$ cat src/design/cidx_pkg.sv
package cidx_pkg;
    // instruction word and field widths
    localparam int INSTR_W = 14;
    localparam int DATA_W = 8;
    localparam int FADDR_W = 7;
    localparam int TARGET_W = 11;
    localparam int PC_W = 13;
    localparam int DEST_BIT = 7;
    localparam int LATCH_LO = 3;
    localparam int LATCH_HI = 4;

    // opcode patterns (top six bits for file and literal ops, top seven for the accumulator store, top three for the jump)
    localparam logic [5:0] OP_DEC_FILE = 6'h03;
    localparam logic [5:0] OP_DEC_SKIP = 6'h07;
    localparam logic [5:0] OP_INC_FILE = 6'h0A;
    localparam logic [5:0] OP_INC_SKIP = 6'h0F;
    localparam logic [5:0] OP_OR_FILE = 6'h04;
    localparam logic [5:0] OP_MOVE_FILE = 6'h08;
    localparam logic [6:0] OP_MOVE_ACC = 7'h01;
    localparam logic [5:0] OP_OR_LIT = 6'h38;
    localparam logic [2:0] OP_JUMP = 3'h5;

    // reset values
    localparam logic [DATA_W-1:0] ACC_RESET = 8'h00;
    localparam logic [PC_W-1:0] PC_RESET = 13'h0000;

    typedef enum logic [1:0] {
        CIDX_Q1 = 2'b00,
        CIDX_Q2 = 2'b01,
        CIDX_Q3 = 2'b10,
        CIDX_Q4 = 2'b11
    } cidx_phase_t;

    typedef enum logic [3:0] {
        CIDX_OP_NONE = 4'h0,
        CIDX_OP_DEC = 4'h1,
        CIDX_OP_DECSZ = 4'h2,
        CIDX_OP_INC = 4'h3,
        CIDX_OP_INCSZ = 4'h4,
        CIDX_OP_ORF = 4'h5,
        CIDX_OP_ORL = 4'h6,
        CIDX_OP_MOVE_FILE = 4'h7,
        CIDX_OP_MOVE_ACC_TO_FILE = 4'h8,
        CIDX_OP_JUMP = 4'h9
    } cidx_op_t;
endpackage

$ cat src/design/cidx_decode.sv
`timescale 1ns/1ps
module cidx_decode
    import cidx_pkg::*;
(
    input wire logic [cidx_pkg::INSTR_W-1:0] instr,
    output cidx_pkg::cidx_op_t op
);
    // unsupported encodings decode to none and execute as a no-operation
    always_comb begin
        if (instr[13:8] == OP_DEC_FILE) begin
            op = CIDX_OP_DEC;
        end else if (instr[13:8] == OP_DEC_SKIP) begin
            op = CIDX_OP_DECSZ;
        end else if (instr[13:8] == OP_INC_FILE) begin
            op = CIDX_OP_INC;
        end else if (instr[13:8] == OP_INC_SKIP) begin
            op = CIDX_OP_INCSZ;
        end else if (instr[13:8] == OP_OR_LIT) begin
            op = CIDX_OP_ORL;
        end else if (instr[13:8] == OP_OR_FILE) begin
            op = CIDX_OP_ORF;
        end else if (instr[13:8] == OP_MOVE_FILE) begin
            op = CIDX_OP_MOVE_FILE;
        end else if (instr[13:7] == OP_MOVE_ACC) begin
            op = CIDX_OP_MOVE_ACC_TO_FILE;
        end else if (instr[13:11] == OP_JUMP) begin
            op = CIDX_OP_JUMP;
        end else begin
            op = CIDX_OP_NONE;
        end
    end
endmodule

$ cat src/design/cidx_core.sv
`timescale 1ns/1ps
// Operation
// - decrement file into accumulator or file
// - decrement, skip next when zero, flags kept
// - jump loads literal plus latch bits 4:3
// - jump takes two cycles, flags kept
// - increment file, update zero flag
// - increment, skip next when zero, flags kept
// - or literal into accumulator, update zero
// - or accumulator with file, update zero
// - move file to destination, update zero
// - store accumulator to file, one cycle
// - four phases: decode, read, process, write
// - skipped cycle only advances the PC
// - fields: 7-bit file, 8-bit literal, 11-bit target
module cidx_core
    import cidx_pkg::*;
(
    input wire logic sys_clk,
    input wire logic rst,
    input wire logic [cidx_pkg::INSTR_W-1:0] instr_data,
    input wire logic [cidx_pkg::DATA_W-1:0] file_rdata,
    input wire logic [cidx_pkg::DATA_W-1:0] pc_latch,
    output logic [cidx_pkg::PC_W-1:0] pc,
    output logic [cidx_pkg::FADDR_W-1:0] file_addr,
    output logic file_rd,
    output logic file_wr,
    output logic [cidx_pkg::DATA_W-1:0] file_wdata,
    output logic [cidx_pkg::DATA_W-1:0] acc,
    output logic zero_flag,
    output logic [1:0] phase,
    output logic cycle_start
);
    import cidx_pkg::*;

    cidx_phase_t phase_reg;
    cidx_op_t op_dec;
    cidx_op_t op_reg;
    logic [INSTR_W-1:0] instr_reg;
    logic [DATA_W-1:0] operand_reg;
    logic [DATA_W-1:0] result_reg;
    logic [DATA_W-1:0] result_next;
    logic [PC_W-1:0] pc_reg;
    logic [DATA_W-1:0] acc_reg;
    logic zero_reg;
    logic null_cycle_reg;
    logic null_pending_reg;
    logic file_rd_reg;
    logic file_wr_reg;
    logic [DATA_W-1:0] file_wdata_reg;
    logic [FADDR_W-1:0] file_addr_reg;
    logic dest_file;
    logic writes_zero;
    logic second_cycle;
    logic cycle_start_reg;

    cidx_decode u_decode (
        .instr(instr_data),
        .op(op_dec)
    );

    // quarter-phase sequencer; every instruction cycle is four sys_clk edges
    always_ff @(posedge sys_clk) begin
        if (rst) begin
            phase_reg <= CIDX_Q1;
        end else begin
            case (phase_reg)
                CIDX_Q1: phase_reg <= CIDX_Q2;
                CIDX_Q2: phase_reg <= CIDX_Q3;
                CIDX_Q3: phase_reg <= CIDX_Q4;
                CIDX_Q4: phase_reg <= CIDX_Q1;
                default: phase_reg <= CIDX_Q1;
            endcase
        end
    end

    // Q1 decode; a null cycle latches no instruction word, only the none op, so the fetched word is discarded
    always_ff @(posedge sys_clk) begin
        if (rst) begin
            op_reg <= CIDX_OP_NONE;
            instr_reg <= 14'h0000;
            null_cycle_reg <= 1'b0;
        end else if (phase_reg == CIDX_Q1) begin
            if (null_pending_reg) begin
                op_reg <= CIDX_OP_NONE;
                null_cycle_reg <= 1'b1;
            end else begin
                op_reg <= op_dec;
                instr_reg <= instr_data;
                null_cycle_reg <= 1'b0;
            end
        end
    end

    assign dest_file = instr_reg[DEST_BIT];
    assign file_addr = file_addr_reg;

    always_ff @(posedge sys_clk) begin
        if (rst) begin
            file_addr_reg <= 7'h00;
        end else if (phase_reg == CIDX_Q1) begin
            file_addr_reg <= instr_data[FADDR_W-1:0];
        end
    end

    // Q2 operand read; reading the file only where the op needs it
    always_ff @(posedge sys_clk) begin
        if (rst) begin
            file_rd_reg <= 1'b0;
        end else begin
            file_rd_reg <= (phase_reg == CIDX_Q1) && !null_pending_reg &&
                (op_dec inside {CIDX_OP_DEC, CIDX_OP_DECSZ, CIDX_OP_INC,
                 CIDX_OP_INCSZ, CIDX_OP_ORF, CIDX_OP_MOVE_FILE});
        end
    end

    always_ff @(posedge sys_clk) begin
        if (rst) begin
            operand_reg <= 8'h00;
        end else if (phase_reg == CIDX_Q2) begin
            if (op_reg == CIDX_OP_ORL) begin
                operand_reg <= instr_reg[DATA_W-1:0];
            end else begin
                operand_reg <= file_rdata;
            end
        end
    end

    // Q3 data processing
    always_comb begin
        case (op_reg)
            CIDX_OP_DEC: result_next = operand_reg - 8'h01;
            CIDX_OP_DECSZ: result_next = operand_reg - 8'h01;
            CIDX_OP_INC: result_next = operand_reg + 8'h01;
            CIDX_OP_INCSZ: result_next = operand_reg + 8'h01;
            CIDX_OP_ORF: result_next = acc_reg | operand_reg;
            CIDX_OP_ORL: result_next = acc_reg | operand_reg;
            CIDX_OP_MOVE_FILE: result_next = operand_reg;
            CIDX_OP_MOVE_ACC_TO_FILE: result_next = acc_reg;
            default: result_next = 8'h00;
        endcase
    end

    always_ff @(posedge sys_clk) begin
        if (rst) begin
            result_reg <= 8'h00;
        end else if (phase_reg == CIDX_Q3) begin
            result_reg <= result_next;
        end
    end

    // skip-capable ops leave the flag alone, as do the store and the jump
    assign writes_zero = op_reg inside {CIDX_OP_DEC, CIDX_OP_INC, CIDX_OP_ORF,
        CIDX_OP_ORL, CIDX_OP_MOVE_FILE};

    // Q4 write-back
    always_ff @(posedge sys_clk) begin
        if (rst) begin
            acc_reg <= ACC_RESET;
        end else if (phase_reg == CIDX_Q4) begin
            if (op_reg == CIDX_OP_ORL) begin
                acc_reg <= result_reg;
            end else if ((op_reg inside {CIDX_OP_DEC, CIDX_OP_DECSZ, CIDX_OP_INC,
                          CIDX_OP_INCSZ, CIDX_OP_ORF, CIDX_OP_MOVE_FILE}) && !dest_file) begin
                acc_reg <= result_reg;
            end
        end
    end

    always_ff @(posedge sys_clk) begin
        if (rst) begin
            zero_reg <= 1'b0;
        end else if (phase_reg == CIDX_Q4 && writes_zero) begin
            zero_reg <= (result_reg == 8'h00);
        end
    end

    always_ff @(posedge sys_clk) begin
        if (rst) begin
            file_wr_reg <= 1'b0;
            file_wdata_reg <= 8'h00;
        end else if (phase_reg == CIDX_Q3) begin
            // strobe is asserted during Q4 only
            file_wr_reg <= (op_reg == CIDX_OP_MOVE_ACC_TO_FILE) ||
                ((op_reg inside {CIDX_OP_DEC, CIDX_OP_DECSZ, CIDX_OP_INC,
                  CIDX_OP_INCSZ, CIDX_OP_ORF, CIDX_OP_MOVE_FILE}) && dest_file);
            file_wdata_reg <= result_next;
        end else begin
            file_wr_reg <= 1'b0;
        end
    end

    // skip request: a zero result turns the next cycle into a null cycle
    always_ff @(posedge sys_clk) begin
        if (rst) begin
            null_pending_reg <= 1'b0;
        end else if (phase_reg == CIDX_Q4) begin
            null_pending_reg <= ((op_reg == CIDX_OP_DECSZ || op_reg == CIDX_OP_INCSZ)
                && result_reg == 8'h00) || (op_reg == CIDX_OP_JUMP);
        end else if (phase_reg == CIDX_Q1) begin
            null_pending_reg <= 1'b0;
        end
    end

    // second cycle of jump writes PC; a skip cycle just advances past the dropped word
    assign second_cycle = null_cycle_reg && (instr_reg[13:11] == OP_JUMP);

    always_ff @(posedge sys_clk) begin
        if (rst) begin
            pc_reg <= PC_RESET;
        end else if (phase_reg == CIDX_Q4) begin
            if (second_cycle) begin
                pc_reg <= {pc_latch[LATCH_HI:LATCH_LO],
                    instr_reg[TARGET_W-1:0]};
            end else if (op_reg == CIDX_OP_JUMP) begin
                pc_reg <= pc_reg;
            end else begin
                pc_reg <= pc_reg + 13'h0001;
            end
        end
    end

    assign pc = pc_reg;
    assign acc = acc_reg;
    assign zero_flag = zero_reg;
    assign phase = phase_reg;
    assign file_rd = file_rd_reg;
    assign file_wr = file_wr_reg;
    assign file_wdata = file_wdata_reg;
    // registered copy of the Q4 decode, high during Q1, so the output leaves a flip-flop
    always_ff @(posedge sys_clk) begin
        if (rst) begin
            cycle_start_reg <= 1'b1;
        end else begin
            cycle_start_reg <= (phase_reg == CIDX_Q4);
        end
    end

    assign cycle_start = cycle_start_reg;
endmodule

$ cat config.mk
export PLATFORM = sky130hd
export DESIGN_NAME = cidx_core
export DESIGN_NICKNAME = d
export VERILOG_FILES = /design/src/design/cidx_pkg.sv /design/src/design/cidx_decode.sv /design/src/design/cidx_core.sv
export SDC_FILE = /design/constraint.sdc
export NUM_CORES = 1
export LEC_CHECK = 0
export ABC_CLOCK_PERIOD_IN_PS = 3000
export BUFFER_PORTS_ARGS = -buffer_cell sky130_fd_sc_hd__buf_4
export CORE_UTILIZATION = 50
export DETAILED_ROUTE_END_ITERATION = 10
export GPL_ROUTABILITY_DRIVEN = 1
export GPL_TIMING_DRIVEN = 0
export PLACE_DENSITY = 0.76
export SETUP_SLACK_MARGIN = 0.3
export SYNTH_ARGS = -nofsm -noshare
export SYNTH_HDL_FRONTEND = slang
export SYNTH_SLANG_ARGS = --single-unit
$ cat constraint.sdc
create_clock -name sys_clk -period 3 [get_ports sys_clk]
set_clock_uncertainty 0.05 [all_clocks]
set_input_delay 0.6 -clock sys_clk [delete_from_list [all_inputs] [get_ports sys_clk]]
set_output_delay 0.6 -clock sys_clk [all_outputs]
set_load 0.03 [all_outputs]
==> out/qor.yml <==
critPathRequiredTime_ns: 3.23
ios: 74
crit_chain: "buf_6, nor2_1, a31oi_4, ha_1, a211oi_1, nor2_1, o21ai_1, a41oi_1, a221oi_2"
clkTransAtPathRegs_ns: 0.09
synth_edf_count: 0
power.density_nw_per_um2: 646.1
cts_num_sinks: 70
syn_inst: 471
seq_area_frac_synth_pct: 36.05
ant_nets: 0
finalWirelength_um: 10880
cts_setup_buffers: 0
hold_viol_final: 0
cts_root_buffer: "clkbuf_8"
syn_area_um2: 3887
hpwl_um: 8014
drt_first_pass_iters: 5
tritoncts: "yes"
drive_gt1_share_pct: 20.33
drt_iter0_markers: 357
coreArea_um2: 7370
cp_slowest_cell: "dfxtp_1"
numCtsBuffers: 9
ys_types: 65
drc: 0
avgRoutedWirePerCell_um: 16.74
initial_utilization_pct: 52.75
final_common_cell: "dfxtp_1"
cts_buffer_depth: 2
crit_fanout: 10
rsz0062_at_grt: "no"
slew_violations: 0
fp.dieArea_um2: 8132
nNetsFinal: 591
ys_warn_count: 0
via_per_inst: 5.897
path_class: "reg -> reg"
placed_area_um2: 4492
finalSetupViolations: 0
path_common_cell: "nor2_1"
synthFlopType: "dfxtp_1"
fp.dieH_um: 90.18
ys_async_sr_fraction_pct: 0
maxCapViolCount: 0
max_slew.worst_pin.slew_ns: 0.7523
cts-hold-fix-buffers: 0
syn_avg_cell_area_um2: 8.254
syn_nets: 516
p_leak_nw: 1.835
fin_util_pct: 64.84
htree_levels: 3
critPathCaptureType: "flop"
status: "finished clean"
synth-seq-cells: 70
hold_class: "reg -> reg"
post-route-period-util_pct: 83.67
vias: 3833
arrival_ns: 2.74
grt_pass1_vias: 3508
slowest_delay_ns: 0.39
antenna_cells: 0
clock_latency_ns: 0.36
die_x_um: 90.18
largest_reg_flops: 14
startpoint_type: "flop"
gr-total-overflow: 0
areaGrowthSynthToFinish_pct: 22.92
fp-row-count: 31
fin_tns_setup_ns: 0
globalRouteTotalUtil_pct: 26.84
grt_max_degree: 15
ir_worst_vdd_mv: 0.3651
port_buffers: 64
grt_pass1_wl_um: 17310
layout_common_cells: "70 x dfxtp_1, 69 x nand2_1, 66 x buf_4, 51 x nor2_1, 36 x a21oi_1"
max_freq_mhz: 398.4
fin_crit_ns: 2.510
stdcell_area_um2: 4778
grt_antenna_before_repair: 0
slew_headroom_pct: 49.84
gp_congestion: 0.9042
## path summary, 6_finish.rpt
check	from	endpoint	slack [ns]	cells after the start
max	op_reg[3]$_SDFFE_PP0N_	file_wdata[6]$_SDFFE_PP0P_	0.49	9
max reg2reg	op_reg[3]$_SDFFE_PP0N_	file_wdata[6]$_SDFFE_PP0P_	0.49	9
min reg2reg	instr_reg[10]$_SDFFE_PP0P_	instr_reg[10]$_SDFFE_PP0P_	0.41	2
min	instr_reg[10]$_SDFFE_PP0P_	instr_reg[10]$_SDFFE_PP0P_	0.41	2
## synthesized netlist by cell type, types with 4 or more instances
cell type  number  share of area (%)
nor2_1         51                4.9
a31oi_1         4               0.64
xnor2_1         4               0.90
nand3_1        12                1.5
mux2i_1        26                6.7
a211oi_1        6                1.2
nor2b_1         5               0.80
nor3_1         11                1.4
clkbuf_1       16                1.5
buf_1           4               0.39
o21a_1          4               0.77
xor2_1          4               0.90
dfxtp_1        70                 36
o21ai_0        26                3.3
a21oi_1        36                4.6
buf_2           5               0.64
ha_1           12                3.9
a2bb2oi_1       4               0.90
a22oi_1         8                1.5
a211oi_2        8                2.6
nand2_1        69                6.7
inv_1          10               0.97
nand4_1         4               0.64
## power breakdown
part           internal, mW  switching, mW  total, mW
combinational         0.380          0.598      0.978
sequential             1.03          0.101       1.13
clock                 0.565          0.410      0.976
total                  1.98           1.11       3.09
## cells by family (layout without fill, tap and decap cells)
kind of cell,after synthesis,in the layout,synth area share (%)
AND/OR/NAND/NOR,183,183,23.01
AO/OA/AOI/OAI,129,129,22.79
flip-flops,70,70,36.05
buffers and inverters,41,121,5.021
multiplexers,26,26,6.695
adder cells (fa/ha/maj),14,14,4.635
XOR/XNOR,8,8,1.802
## critical path: cells and delay by family (launching register included)
family                   cells  cell delay [ns]
AO/OA/AOI/OAI                5             1.22
adder cells (fa/ha/maj)      1             0.36
buffers and inverters        1             0.19
flip-flops                   1             0.39
AND/OR/NAND/NOR              2             0.21
## timing repair
action / 4_1_cts / 5_1_grt
cloned: 0 / 0
endpoints found under the hold margin: 0 / 0
gates resized for setup: 3 / 4
endpoints found under the setup margin: 5 / 2
## metrics by stage
step	setup slack (ns)	std cells	power, mW	hold WS [ns]
after floorplan	0.4480	471	1.831	0.3866
after global placement	0.1481	634	2.077	0.3998
after detailed placement	0.01625	634	2.103	0.4046
after CTS	0.3618	650	3.071	0.4168
after global routing	0.3233	650	3.246	0.4265
final	0.4899	650	3.087	0.4131
## final cells by class
type	count	area, µm²
clock buffer	9	123.9
sequential	70	1401
buffer	30	151.4
multi-input combinational	360	2323
clock inverter	7	127.6
fill	637	2591
timing repair buffer	64	480.5
inverter	11	46.29
tap	99	123.9
## layer usage
layer	track usage (%)	share of wire, %
met1	36.09	44
met3	6.345	8.0
met4	9.274	1.8
met2	42.05	46
met5	0	0
Note: power is estimated with default switching activity, not from simulation.
